### config.mk
export PLATFORM = sky130hd
export DESIGN_NAME = sdm_ctrl
export DESIGN_NICKNAME = d
export VERILOG_FILES = /design/src/rtl/sdm_pkg.sv /design/src/rtl/sdm_sync.sv /design/src/rtl/sdm_ctrl.sv
export VERILOG_INCLUDE_DIRS = /design/src /design/src/rtl
export SDC_FILE = /design/constraint.sdc
export NUM_CORES = 1
export LEC_CHECK = 0
export BUFFER_PORTS_ARGS = -buffer_cell sky130_fd_sc_hd__buf_4
export CAP_MARGIN = 25
export CORE_UTILIZATION = 25
export CTS_CLUSTER_DIAMETER = 120
export DETAILED_ROUTE_END_ITERATION = 8
export SLEW_MARGIN = 20
export SYNTH_ARGS = -nofsm -noshare
export SYNTH_HDL_FRONTEND = slang
export SYNTH_HIERARCHICAL = 1
export SYNTH_SLANG_ARGS = --single-unit
### constraint.sdc
create_clock -name mclk -period 3.2 [get_ports mclk]
set_input_delay 0.48 -clock mclk [delete_from_list [all_inputs] [get_ports mclk]]
set_output_delay 0.48 -clock mclk [all_outputs]
set_load 0.02 [all_outputs]
### src/rtl/sdm_cfg.svh
// Purpose: Offsets, field positions, codes and timing counts for the dropout monitor
// Assumes: Register offsets are word indices; the byte address is four times the index
// Notes:   Definitions only
`ifndef SDM_CFG_SVH
`define SDM_CFG_SVH

// Register indices
`define SDM_IDX_DETECTOR_CONTROL_A       8'h00
`define SDM_IDX_THRESH      8'h01
`define SDM_IDX_WLEVEL      8'h08
`define SDM_IDX_WINTC       8'h09
`define SDM_IDX_WFLAG       8'h0A
`define SDM_IDX_WSTATE      8'h0B

// Field positions
`define SDM_SAMP_BIT        4
`define SDM_ACT_LSB         2
`define SDM_SLP_LSB         0
`define SDM_IE_BIT          0
`define SDM_EDGE_LSB        1
`define SDM_FLAG_BIT        0
`define SDM_STATE_BIT       0

// Mode, edge and margin codes
`define SDM_MODE_DIS        2'h0
`define SDM_MODE_CONT       2'h1
`define SDM_MODE_SAMP       2'h2
`define SDM_MODE_WAKE       2'h3
`define SDM_EDGE_FALL       2'h0
`define SDM_EDGE_RISE       2'h1
`define SDM_EDGE_BOTH       2'h2
`define SDM_MARGIN_OFF      2'h0

// Reset values of software registers
`define SDM_RST_WLEVEL      2'h0
`define SDM_RST_WEDGE       2'h0

// Timing
`define SDM_CLK_HZ          125000000
`define SDM_SAMP_FAST_HZ    128
`define SDM_SAMP_SLOW_HZ    32
`define SDM_UNLOCK_INSTR    4

`endif

### src/rtl/sdm_pkg.sv
// Purpose: Types shared by the dropout monitor files
// Assumes: Nothing beyond the configuration header
// Notes:   Operation codes are one-hot
package sdm_pkg;
    typedef enum logic [2:0] {
        SDM_OP_OFF  = 3'b001,
        SDM_OP_CONT = 3'b010,
        SDM_OP_SAMP = 3'b100
    } sdm_op_e;
    typedef logic [7:0] sdm_byte_t;
endpackage

### src/rtl/sdm_sync.sv
// Purpose: Three-stage synchroniser with agreement filter for analog comparator levels
// Assumes: Inputs are asynchronous levels
// Notes:   A bit changes only once stages two and three agree
`timescale 1ns/10ps
module sdm_sync #(
    parameter int W = 1
) (
    input  wire logic         mclk,   // System clock
    input  wire logic         rst_n,  // Synchronous reset, active low
    input  wire logic [W-1:0] din,    // Asynchronous levels
    output logic      [W-1:0] dout    // Filtered synchronous levels
);
    logic [W-1:0] s1_q;
    logic [W-1:0] s2_q;
    logic [W-1:0] s3_q;
    logic [W-1:0] out_q;
    wire  [W-1:0] agree = ~(s2_q ^ s3_q);

    // First stage feeds only the second
    always_ff @(posedge mclk) begin
        if (!rst_n) begin
            s1_q  <= '0;
            s2_q  <= '0;
            s3_q  <= '0;
            out_q <= '0;
        end else begin
            s1_q  <= din;
            s2_q  <= s1_q;
            s3_q  <= s2_q;
            out_q <= (agree & s3_q) | (~agree & out_q);
        end
    end
    assign dout = out_q;
endmodule

### src/rtl/sdm_ctrl.sv
// Purpose: Control logic of the supply dropout detector and its early warning monitor
// Assumes: APB slave with zero wait states; analog comparators sit outside
// Notes:   Byte registers sit in the low bits of aligned words
`timescale 1ns/10ps
`include "sdm_cfg.svh"
module sdm_ctrl #(
    parameter int SAMP_FAST_CYC = `SDM_CLK_HZ / `SDM_SAMP_FAST_HZ,
    parameter int SAMP_SLOW_CYC = `SDM_CLK_HZ / `SDM_SAMP_SLOW_HZ
) (
    input  wire logic              mclk,          // System clock, 125 MHz
    input  wire logic              rst_n,         // Synchronous reset, active low
    input  wire logic [11:0]       paddr,         // APB byte address
    input  wire logic              psel,          // APB select
    input  wire logic              penable,       // APB enable
    input  wire logic              pwrite,        // APB direction
    input  wire logic [31:0]       pwdata,        // APB write data
    output logic      [31:0]       prdata,        // APB read data
    output logic                   pready,        // APB ready
    output logic                   pslverr,       // APB error on unmapped address
    input  wire logic [7:0]        fuseByte,      // Fuse settings: rate, active, sleep
    input  wire logic [2:0]        fuseLevel,     // Fuse threshold level
    input  wire logic              unlockKey,     // Pulse: io unlock key written
    input  wire logic              instrRetire,   // Pulse: one instruction retired
    input  wire logic              deepSleep,     // Standby or power-down level
    input  wire logic              debugHalt,     // Processor halted in debug
    input  wire logic              dropBelow,     // Async: supply below threshold
    input  wire logic              warnBelow,     // Async: supply below warning level
    input  wire logic              detReady,      // Async: analog detector running
    output sdm_pkg::sdm_op_e       detMode,       // Current detector operation
    output logic                   detStrobe,     // Detector evaluation instant
    output logic [2:0]             detThreshold,  // Threshold level to analog
    output logic [1:0]             warnMargin,    // Warning margin to analog
    output logic                   warnPower,     // Warning comparator enabled
    output logic                   sysResetReq,   // Request system reset
    output logic                   execHold,      // Hold execution after wake
    output logic                   irqWarn        // Early warning interrupt request
);
    import sdm_pkg::*;

    // Refuse period counts that the 24-bit sample counter cannot hold
    generate
        if (SAMP_FAST_CYC < 2 || SAMP_SLOW_CYC < 2 || SAMP_FAST_CYC >= (1 << 24) ||
            SAMP_SLOW_CYC >= (1 << 24)) begin : g_bad
            $error("sample period counts out of range");
        end
    endgenerate

    // Decode a two-bit mode field to an operation
    function automatic sdm_op_e opOf(input logic [1:0] m);
        case (m)
            `SDM_MODE_CONT: opOf = SDM_OP_CONT;
            `SDM_MODE_SAMP: opOf = SDM_OP_SAMP;
            `SDM_MODE_WAKE: opOf = SDM_OP_CONT;
            default:        opOf = SDM_OP_OFF;
        endcase
    endfunction

    logic        sampRate_q;
    logic [1:0]  actMode_q;
    logic [1:0]  slpMode_q;
    logic [2:0]  level_q;
    logic [1:0]  margin_q;
    logic [1:0]  edgeSel_q;
    logic        irqEn_q;
    logic        flag_q;
    logic        flag_d;
    logic [2:0]  unlockCnt_q;
    logic [23:0] sampCnt_q;
    logic        sleep_q;
    logic        prevBelow_q;
    logic        warnState_q;
    logic        resetReq_q;
    logic        hold_q;
    logic        irq_q;
    logic [31:0] prdata_q;
    logic        pslverr_q;
    logic [2:0]  syncOut;

    sdm_sync #(.W(3)) u_sync (
        .mclk  (mclk),
        .rst_n (rst_n),
        .din   ({detReady, warnBelow, dropBelow}),
        .dout  (syncOut)
    );
    wire dropS  = syncOut[0];
    wire warnS  = syncOut[1];
    wire readyS = syncOut[2];

    // APB decode: index is the word address
    wire       setup    = psel & ~penable;
    wire       access   = psel & penable;
    wire [7:0] idx      = paddr[9:2];
    wire       aligned  = (paddr[1:0] == 2'b00) && (paddr[11:10] == 2'b00);
    wire       hitCtrlA = aligned && idx == `SDM_IDX_DETECTOR_CONTROL_A;
    wire       hitThr   = aligned && idx == `SDM_IDX_THRESH;
    wire       hitLvl   = aligned && idx == `SDM_IDX_WLEVEL;
    wire       hitIntc  = aligned && idx == `SDM_IDX_WINTC;
    wire       hitFlag  = aligned && idx == `SDM_IDX_WFLAG;
    wire       hitStat  = aligned && idx == `SDM_IDX_WSTATE;
    wire       mapped   = hitCtrlA | hitThr | hitLvl | hitIntc | hitFlag | hitStat;
    wire       wrEn     = access & pwrite & mapped;
    wire       wrCtrlA  = wrEn & hitCtrlA;
    wire       wrLvl    = wrEn & hitLvl;
    wire       wrIntc   = wrEn & hitIntc;
    wire       wrFlag   = wrEn & hitFlag;

    // Unlock window open for a bounded number of instructions
    wire unlocked = (unlockCnt_q != 3'd0);
    wire protWr   = wrCtrlA & unlocked;

    // Operation follows the sleep state; wake returns to the active field
    wire [1:0]   curField = deepSleep ? slpMode_q : actMode_q;
    wire sdm_op_e curOp   = opOf(curField);
    wire         detOn    = (curOp != SDM_OP_OFF);

    // Sample tick from the period counter; continuous mode evaluates every cycle
    wire [23:0] sampPeriod = sampRate_q ? 24'(SAMP_SLOW_CYC - 1) : 24'(SAMP_FAST_CYC - 1);
    wire        sampTick   = (sampCnt_q == 24'h00_0000);
    wire        evalTick   = (curOp == SDM_OP_CONT) | ((curOp == SDM_OP_SAMP) & sampTick);

    // Warning is live only with detector on, enable set and a margin chosen
    wire warnLive = detOn & irqEn_q & (margin_q != `SDM_MARGIN_OFF);
    wire fallX    = ~prevBelow_q & warnS;
    wire riseX    = prevBelow_q & ~warnS;
    wire edgeHit  = (edgeSel_q == `SDM_EDGE_FALL) ? fallX :
                    (edgeSel_q == `SDM_EDGE_RISE) ? riseX :
                    (edgeSel_q == `SDM_EDGE_BOTH) ? (fallX | riseX) : 1'b0;
    wire crossSet = warnLive & evalTick & edgeHit;
    wire ieRise   = wrIntc & pwdata[`SDM_IE_BIT] & ~irqEn_q;
    wire bothSet  = ieRise & detOn & (pwdata[`SDM_EDGE_LSB+:2] == `SDM_EDGE_BOTH);
    wire flagClr  = wrFlag & pwdata[`SDM_FLAG_BIT];

    // Set wins over a clear in the same cycle
    assign flag_d = crossSet | bothSet | (flag_q & ~flagClr);

    // Read data mux, reserved bits read zero
    wire [7:0] rdByte = hitCtrlA ? {3'b000, sampRate_q, actMode_q, slpMode_q} :
                        hitThr   ? {5'b00000, level_q} :
                        hitLvl   ? {6'b000000, margin_q} :
                        hitIntc  ? {5'b00000, edgeSel_q, irqEn_q} :
                        hitFlag  ? {7'b0000000, flag_q} :
                        hitStat  ? {7'b0000000, warnState_q} : 8'h00;

    // Fuse copies, loaded while reset is held so they are valid at release
    always_ff @(posedge mclk) begin
        if (!rst_n) begin
            actMode_q <= fuseByte[`SDM_ACT_LSB+:2];
            level_q   <= fuseLevel;
        end
    end

    // Protected fields: fuse at reset, software only through the unlock window
    always_ff @(posedge mclk) begin
        if (!rst_n) begin
            sampRate_q <= fuseByte[`SDM_SAMP_BIT];
            slpMode_q  <= fuseByte[`SDM_SLP_LSB+:2];
        end else if (protWr) begin
            sampRate_q <= pwdata[`SDM_SAMP_BIT];
            slpMode_q  <= pwdata[`SDM_SLP_LSB+:2];
        end
    end

    // Unlock counter: key loads it, retired instructions and the write consume it
    always_ff @(posedge mclk) begin
        if (!rst_n)
            unlockCnt_q <= 3'd0;
        else if (unlockKey)
            unlockCnt_q <= 3'(`SDM_UNLOCK_INSTR);
        else if (protWr)
            unlockCnt_q <= 3'd0;
        else if (unlocked && instrRetire)
            unlockCnt_q <= unlockCnt_q - 3'd1;
    end

    // Software warning registers
    always_ff @(posedge mclk) begin
        if (!rst_n) begin
            margin_q  <= `SDM_RST_WLEVEL;
            edgeSel_q <= `SDM_RST_WEDGE;
            irqEn_q   <= 1'b0;
        end else begin
            if (wrLvl)
                margin_q <= pwdata[1:0];
            if (wrIntc) begin
                edgeSel_q <= pwdata[`SDM_EDGE_LSB+:2];
                irqEn_q   <= pwdata[`SDM_IE_BIT];
            end
        end
    end

    // Flag and registered interrupt; debug halt withholds the request
    always_ff @(posedge mclk) begin
        if (!rst_n) begin
            flag_q <= 1'b0;
            irq_q  <= 1'b0;
        end else begin
            flag_q <= flag_d;
            irq_q  <= irqEn_q & flag_q & ~debugHalt;
        end
    end

    // Sample period counter; held at the period outside sampled operation, so sample instants stay evenly spaced
    always_ff @(posedge mclk) begin
        if (!rst_n)
            sampCnt_q <= 24'h00_0000;
        else if (sampTick || curOp != SDM_OP_SAMP)
            sampCnt_q <= sampPeriod;
        else
            sampCnt_q <= sampCnt_q - 24'h00_0001;
    end

    // Comparator evaluation; previous level only moves at evaluation instants
    always_ff @(posedge mclk) begin
        if (!rst_n) begin
            prevBelow_q <= 1'b0;
            warnState_q <= 1'b0;
            resetReq_q  <= 1'b0;
        end else if (!detOn) begin
            resetReq_q <= 1'b0;
        end else if (evalTick) begin
            prevBelow_q <= warnS;
            warnState_q <= warnLive & warnS;
            resetReq_q  <= dropS;
        end
    end

    // Execution hold after wake while the detector starts up
    always_ff @(posedge mclk) begin
        if (!rst_n) begin
            sleep_q <= 1'b0;
            hold_q  <= 1'b0;
        end else begin
            sleep_q <= deepSleep;
            if (sleep_q && !deepSleep && actMode_q == `SDM_MODE_WAKE)
                hold_q <= 1'b1;
            else if (readyS)
                hold_q <= 1'b0;
        end
    end

    // APB read data and error captured in setup so they stand through access
    always_ff @(posedge mclk) begin
        if (!rst_n) begin
            prdata_q  <= 32'h0000_0000;
            pslverr_q <= 1'b0;
        end else if (setup) begin
            prdata_q  <= pwrite ? 32'h0000_0000 : {24'h00_0000, rdByte};
            pslverr_q <= ~mapped;
        end
    end

    // Outputs
    assign prdata       = prdata_q;
    assign pslverr      = pslverr_q & access;
    assign pready       = 1'b1;
    assign detMode      = curOp;
    assign detStrobe    = evalTick;
    assign detThreshold = level_q;
    assign warnMargin   = margin_q;
    assign warnPower    = warnLive;
    assign sysResetReq  = resetReq_q;
    assign execHold     = hold_q;
    assign irqWarn      = irq_q;

    // Checks
    a_flag_set_wins: assert property (@(posedge mclk) disable iff (!rst_n)
        (crossSet || bothSet) |=> flag_q) else $error("flag set lost");
    a_flag_clear: assert property (@(posedge mclk) disable iff (!rst_n)
        flag_q && flagClr && !crossSet && !bothSet |=> !flag_q ##1 !irqWarn)
        else $error("flag clear failed");
    a_irq_debug: assert property (@(posedge mclk) disable iff (!rst_n)
        debugHalt |=> !irqWarn) else $error("interrupt during debug halt");
    a_irq_pair: assert property (@(posedge mclk) disable iff (!rst_n)
        irqEn_q && flag_q && !debugHalt |=> irqWarn) else $error("interrupt missing");
    a_locked_ctrl: assert property (@(posedge mclk) disable iff (!rst_n)
        wrCtrlA && !unlocked |=> $stable(slpMode_q) && $stable(sampRate_q))
        else $error("protected bits changed while locked");
    a_active_fixed: assert property (@(posedge mclk) disable iff (!rst_n)
        ##1 $stable(actMode_q) && $stable(level_q)) else $error("fuse field changed");
    a_fuse_load: assert property (@(posedge mclk)
        !rst_n |=> actMode_q == $past(fuseByte[3:2]) && level_q == $past(fuseLevel))
        else $error("fuse values not loaded");
    a_off_silent: assert property (@(posedge mclk) disable iff (!rst_n)
        !detOn && !flag_q |=> !flag_q) else $error("flag rose with detector off");
    a_both_enable: assert property (@(posedge mclk) disable iff (!rst_n)
        ieRise && detOn && pwdata[2:1] == `SDM_EDGE_BOTH |=>
        flag_q ##1 (irqWarn || $past(debugHalt)))
        else $error("both-edge enable did not set flag");
    a_sleep_mode: assert property (@(posedge mclk) disable iff (!rst_n)
        deepSleep && slpMode_q == `SDM_MODE_DIS |-> detMode == SDM_OP_OFF)
        else $error("sleep field not followed");
    // A mode change right after a sample instant may legally strobe again
    a_samp_eval: assert property (@(posedge mclk) disable iff (!rst_n)
        curOp == SDM_OP_SAMP && detStrobe |=> !detStrobe || curOp != SDM_OP_SAMP)
        else $error("sampled too often");

    // Sleep, wake and reset request checks
    a_sleep_cont: assert property (@(posedge mclk) disable iff (!rst_n)
        deepSleep && slpMode_q == `SDM_MODE_CONT |-> detMode == SDM_OP_CONT)
        else $error("sleep continuous not followed");
    a_wake_return: assert property (@(posedge mclk) disable iff (!rst_n)
        !deepSleep && actMode_q[0] |-> detMode == SDM_OP_CONT)
        else $error("active field not followed after wake");
    a_wake_hold: assert property (@(posedge mclk) disable iff (!rst_n)
        sleep_q && !deepSleep && actMode_q == `SDM_MODE_WAKE |=> execHold)
        else $error("execution hold missing after wake");
    a_hold_release: assert property (@(posedge mclk) disable iff (!rst_n)
        hold_q && readyS && !(sleep_q && !deepSleep) |=> !execHold)
        else $error("execution hold not released");
    a_reset_off: assert property (@(posedge mclk) disable iff (!rst_n)
        !detOn |=> !sysResetReq) else $error("reset request with detector off");
    a_reset_follow: assert property (@(posedge mclk) disable iff (!rst_n)
        detOn && evalTick && dropS |=> sysResetReq)
        else $error("reset request missing");

    // Unlock window and strobe checks
    a_unlock_expire: assert property (@(posedge mclk) disable iff (!rst_n)
        unlockCnt_q == 3'd1 && instrRetire && !unlockKey |=> !unlocked)
        else $error("unlock window outlived its instructions");
    a_prot_write: assert property (@(posedge mclk) disable iff (!rst_n)
        protWr |=> slpMode_q == $past(pwdata[`SDM_SLP_LSB+:2]) &&
        sampRate_q == $past(pwdata[`SDM_SAMP_BIT])) else $error("unlocked write not taken");
    a_off_strobe: assert property (@(posedge mclk) disable iff (!rst_n)
        !detOn |-> !detStrobe && !warnPower)
        else $error("strobe or warning power with detector off");
    a_samp_reload: assert property (@(posedge mclk) disable iff (!rst_n)
        curOp == SDM_OP_SAMP && sampTick |=> sampCnt_q == $past(sampPeriod))
        else $error("sample period not reloaded");

    // Flag, interrupt and warning power checks
    a_flag_hold: assert property (@(posedge mclk) disable iff (!rst_n)
        !crossSet && !bothSet && !flagClr |=> flag_q == $past(flag_q))
        else $error("flag moved without cause");
    a_irq_clear: assert property (@(posedge mclk) disable iff (!rst_n)
        !flag_q |=> !irqWarn) else $error("interrupt without flag");
    a_margin_off: assert property (@(posedge mclk) disable iff (!rst_n)
        margin_q == `SDM_MARGIN_OFF |-> !warnPower) else $error("warning powered at margin off");

    // Main scenarios
    c_cross: cover property (@(posedge mclk) disable iff (!rst_n) crossSet);
    c_unlock_wr: cover property (@(posedge mclk) disable iff (!rst_n) protWr);
    c_wake_hold: cover property (@(posedge mclk) disable iff (!rst_n) $rose(hold_q));
    c_reset_req: cover property (@(posedge mclk) disable iff (!rst_n) $rose(sysResetReq));
    c_both_set: cover property (@(posedge mclk) disable iff (!rst_n) bothSet);
endmodule

Yosys cells after proc, flatten, opt, wreduce, memory -nomap -nowiden:

Index checks and enable logic that the tools add are counted.

* output and inout port bits: 47
* register bits after elaboration: 92
* input bits: 67

* multiplexer cells: 23
* reduce and logical (&&, ||, !) cells: 25
* equal/unequal tests: 17
* bitwise operators: 49
* add/subtract/negate cells: 2

Operator list (count)
* 8-bit by 4-bit == test with 1-bit output (second input constant): 4
* 1-bit bitwise AND: 26
* 24-bit logical NOT: 1
* 24-bit 2-to-1 mux: 1
* 24-bit by 1-bit subtractor with 24-bit output (second input constant): 1
* 22-bit 2-to-1 mux: 1
* 3-bit 2-to-1 mux: 6
* 2-bit == test (second input constant): 5
* 1-bit logical AND: 10
* 5-bit 2-to-1 mux: 2
* 1-bit 2-to-1 mux: 9
* 1-bit OR: 9
* 8-bit by 1-bit == test with 1-bit output (second input constant): 1
* 8-bit logical NOT: 1
* 1-bit NOT: 8
* 3-bit bitwise AND: 2
* 2-bit logical NOT: 3
* 2-bit 2-to-1 mux: 3
* 3-bit NOT: 2
* 3-bit case mux with 2 select lines: 1
* 3-bit nonzero test: 2
* 2-bit by 1-bit == test with 1-bit output (second input constant): 2
* 2-bit AND reduction: 2
* 2-bit nonzero test: 2
* 12 further kinds: 12

Depth between registers and ports, before layout:

* depth in word-level cells: 16
* gate-level depth with buffers: 8
* depth with buffers taken out: 7

Cells and area by module:

Netlist, hierarchy kept.

Modules (own cells, without submodules)
* sdm_ctrl: cells an instance 295, instances 1, area an instance 2807.7 um^2
* sdm_sync: cells an instance 31, instances 1, area an instance 367.9 um^2

Least setup slack after synthesis:

Ideal clock, no wire load.

* path type: input to register
* from: input port deepSleep
* to: register sampCnt_q[22]
* setup slack: 0.910 ns
* data arrival time: 2.226 ns
* stages on the path: 8
* cell sequence: clkbuf_1 > mux2i_1 > inv_1 > nor2_1 > o31a_1 > buf_4 > nand2_1 > nor2_1

* word-level cells in the longest chain between the ends: 7
* elaborated cells on any way between the ends: 9

Ends and longest elaborated chain
* start, declared: RTL line sdm_ctrl.sv:24 `input wire logic deepSleep,`
* 2-bit 2-to-1 mux (*): RTL line sdm_ctrl.sv:112 `wire [1:0] curField = deepSleep ? slpMode_q : actMode_q;`
* 2-bit == test / 2-bit by 1-bit == test with 1-bit output (equally long branches): RTL line sdm_ctrl.sv:50 `case (m)`
* 2-bit OR reduction (no line)
* 3-bit case mux with 2 select lines (*): RTL line sdm_ctrl.sv:50
* named net detMode[1]: RTL line sdm_ctrl.sv:29 `output sdm_pkg::sdm_op_e detMode,`
* 3-bit != test (*): RTL line sdm_ctrl.sv:206 `else if (sampTick || curOp != SDM_OP_SAMP)`
* 1-bit logical OR (*): RTL line sdm_ctrl.sv:206
* 24-bit 2-to-1 mux (*): RTL line sdm_ctrl.sv:206
* end signal, assigned: RTL line sdm_ctrl.sv:207 `sampCnt_q <= sampPeriod;`
* end signal, assigned: RTL line sdm_ctrl.sv:209 `sampCnt_q <= sampCnt_q - 24'h00_0001;`
* end, declared: RTL line sdm_ctrl.sv:68 `logic [23:0] sampCnt_q;`

The timed path passes the listed nets; every way through them passes the cells marked *.
A chain may end at the register's enable or synchronous reset.

Worst setup path after layout:

* from: register sampCnt_q[3]
* to: output port detStrobe

* word-level cells in the longest chain between the ends: 3

Ends and longest elaborated chain
* 24-bit logical NOT: RTL line sdm_ctrl.sv:118 `wire sampTick = (sampCnt_q == 24'h00_0000);`
* 1-bit bitwise AND: RTL line sdm_ctrl.sv:119 `wire evalTick = (curOp == SDM_OP_CONT) | ((curOp == SDM_OP_SAMP) & sampTick);`
* 1-bit OR: RTL line sdm_ctrl.sv:119
* end, declared: RTL line sdm_ctrl.sv:30 `output logic detStrobe,`

Every way passes these cells.

==> results.cfg <==
[cts]
tritoncts = yes
clock_sinks = 65
clock_latency_ps = 330
h-tree-depth = 3
clkTransAtPathRegs_ps = 60
cts_resized = 0
cts_buffer_depth = 2
cts_setup_buffers = 0
cts_buffers = 9
root_buffer = clkbuf_16
cts_hold_buffers = 0

[drt]
vias = 2410
drt_pass1_iterations = 4
drcViolationCount = 0
wl_per_cell_um = 12.32
drt_iter0_markers = 83
ant_nets = 0
routed_wirelength_um = 6811
viasPerCell = 4.358

[layout]
fillers = 1268
syn2layout_area_growth_pct = 24.15
layout-drive-gt1-share = 0.2675
final_cell_mix = 57 x dfxtp_1, 56 x buf_4, 28 x conb_1, 27 x nor2_1, 24 x a21oi_1
n_antenna_cell = 0
instances_no_fill = 553
nets = 452
final_common_cell = dfxtp_1

[logic_synthesis]
synth_cell_types = 59
async_flop_share = 0
yosysSeqAreaShare = 0.4350
syn_inst = 326
yosys.area_share.simple = 0.2179
yosys_warnings = 6
ys.flop_type = dfxtp_1
synth_xor_area_frac = 0.05792
syn_area_um2 = 3176
synth_fa_ha_area_frac = 0.01970
ys_seq_elements = 65
avgSynthCellArea_um2 = 9.741
muxShareOfSynthArea = 0.04728
synth_top_family_by_area = simple AND/OR/NAND/NOR gates
synth_compound_area_frac = 0.1225
synth_edf_count = 8

[global_routing]
antenna_found_initial = 0
grt_max_degree = 35
gr-total-overflow = 0
grt_pass1_wl_um = 11240
grt_pass1_vias = 2293
grtUsageTotal = 0.1101

[min_path]
whs_path_depth = 1
whs_endpoint = detThreshold[0]
hold_path.class = in -> reg
worstHoldStart = fuseLevel[0]

[timing]
tightest_slew_ps = 804.7
fin_crit_ps = 2519
skew_ps = 6.523
slew_violations = 0
hold_ws_ps = 323.0
min_period_over_period = 0.7871
setup_tns_ps = 0
finalSetupViolCount = 0
rsz0062_at_grt = no
relSlewSlack = 0.4629
max_freq_ghz = 0.3970
final_hold_viol_count = 0

[setup_path]
r2r_end = sampCnt_q[23]
critPathMaxFanout = 7
crit_chain = nor4_4, nand4_4, o31ai_4, and2_1, buf_4
slowest_delay_ps = 390
crit_buf_inv = 1
cp_slowest_cell = nor4_4
path_class = reg -> out
crit_arrival_ps = 2040
cp.required_ps = 2720
startpoint_type = flip-flop
critPathTopFamily = simple AND/OR/NAND/NOR gates
reg2reg_from = actMode_q[0]
worst_setup_path_end_kind = primary output
r2r_cells = 6
r2r_setup_slack_ps = 1050

[place]
dpl.hpwl_um = 4983
dp.cells = 537
portBuffers = 54
place.gp.congestion = 0.8207

[die]
core-area_um2 = 12210
die_y_um = 114.7
fp.dieArea_um2 = 13160
rows = 40
start_util = 0.2600
ios = 114
die_x_um = 114.7

[power]
ir_drop_mv = 0.3051
power.density_nw_per_um2 = 559.1
p_switching_mw = 0.5988
leakage_nw = 1.560
totalPowerFinal_mw = 2.204
clock_power_share = 0.449
netSwitchingFraction = 0.2717
p_int_mw = 1.605
seq_power_share = 0.418
share_comb_of_total_power = 0.133

[job]
max_cap_violations = 0

[run_status]
status = finished, final reports clean
worst max path at each step:
stage	from	endpoint	slack (ps)	cells past startpoint
finish	sampCnt_q[3]	detStrobe	680	5
global route	sampCnt_q[3]	detStrobe	580	5
CTS	sampCnt_q[5]	detStrobe	690	5
detailed placement	deepSleep	sampCnt_q[23]	870	7
global placement	deepSleep	sampCnt_q[5]	900	7
floorplan	deepSleep	sampCnt_q[22]	910	8
cells in the mapped netlist (3+ instances only):
master,number,area (um2)
dfxtp_1,57,1141
buf_4,29,217.7
nor2_1,27,101.4
a21oi_1,24,120.1
nand2_1,17,63.81
xnor2_1,17,148.9
nor3_1,14,70.07
inv_1,12,45.04
o21ai_0,11,55.05
edfxtp_1,8,240.2
and2_2,6,45.04
clkbuf_1,6,22.52
mux2i_1,6,60.06
nand3_1,6,30.03
and2_1,5,31.28
ha_1,5,62.56
or3_1,5,31.28
mux2_2,4,45.04
nor4_1,4,25.02
xor2_1,4,35.03
a31oi_1,3,18.77
nor2b_1,3,18.77
nor4_4,3,63.81
o31ai_1,3,22.52
cell families after synthesis:
logic type	count (synthesis)
adders and majority gates	5
DFF	65
AOI/OAI and AO/OA	60
muxes	12
xor gates and xnor gates	21
buffers and inverters	51
and+or+nand+nor	110
other	2
flip-flops by register name, summed over array words and instances (netlist names), named ones only:
| register | cells |
|---|---|
| sampCnt_q | 24 |
| irqWarn | 1 |
| unlockCnt_q | 3 |
| pslverr_q | 1 |
| prdata | 5 |
| execHold | 1 |
| irqEn_q | 1 |
| u_sync/s3_q | 3 |
| u_sync/s1_q | 3 |
| warnState_q | 1 |
| edgeSel_q | 2 |
| sysResetReq | 1 |
| flag_q | 1 |
| sleep_q | 1 |
| slpMode_q | 2 |
| actMode_q | 2 |
| sampRate_q | 1 |
| detThreshold | 3 |
| u_sync/s2_q | 3 |
| warnMargin | 2 |
| prevBelow_q | 1 |
per-stage QoR:
step / utilization / setup WS, ps / cell area [um2]
after floorplan: - / 909.6 / 3273
after CTS: 0.3228 / 689.6 / 3943
after detailed placement: 0.2981 / 866.4 / 3640
final: 0.3228 / 681.1 / 3943
after global routing: 0.3228 / 577.4 / 3943
after global placement: 0.2981 / 899.1 / 3640
metal layers:
layer | up-vias | global-route usage | routed length [um]
met3 | 6 | 0.03176 | 302
met5 | - | 0 | 0
li1 | 1195 | - | -
met1 | 1132 | 0.1370 | 3082
met2 | 77 | 0.1766 | 3364
met4 | 0 | 0.05022 | 62
power groups by stage:
stage          Clock, mW  Sequential, mW  Combinational (mW)
2_1_floorplan          0           0.931               0.230
3_3_place_gp           0           0.935               0.291
3_5_place_dp           0           0.938               0.294
4_1_cts             1.01           0.921               0.297
5_1_grt             1.05           0.926               0.324
6_report           0.990           0.921               0.293
final cells by class:
type                       count  area (um2)  area share
inverter                      12       45.04     0.01142
sequential                    65        1381      0.3504
timing repair buffer          56       420.4      0.1066
clock inverter                 7       77.57     0.01968
clock buffer                   9       225.2     0.05712
tap                          168       210.2     0.05332
multi-input combinational    236        1583      0.4015
(Power assumes the default switching activity.)
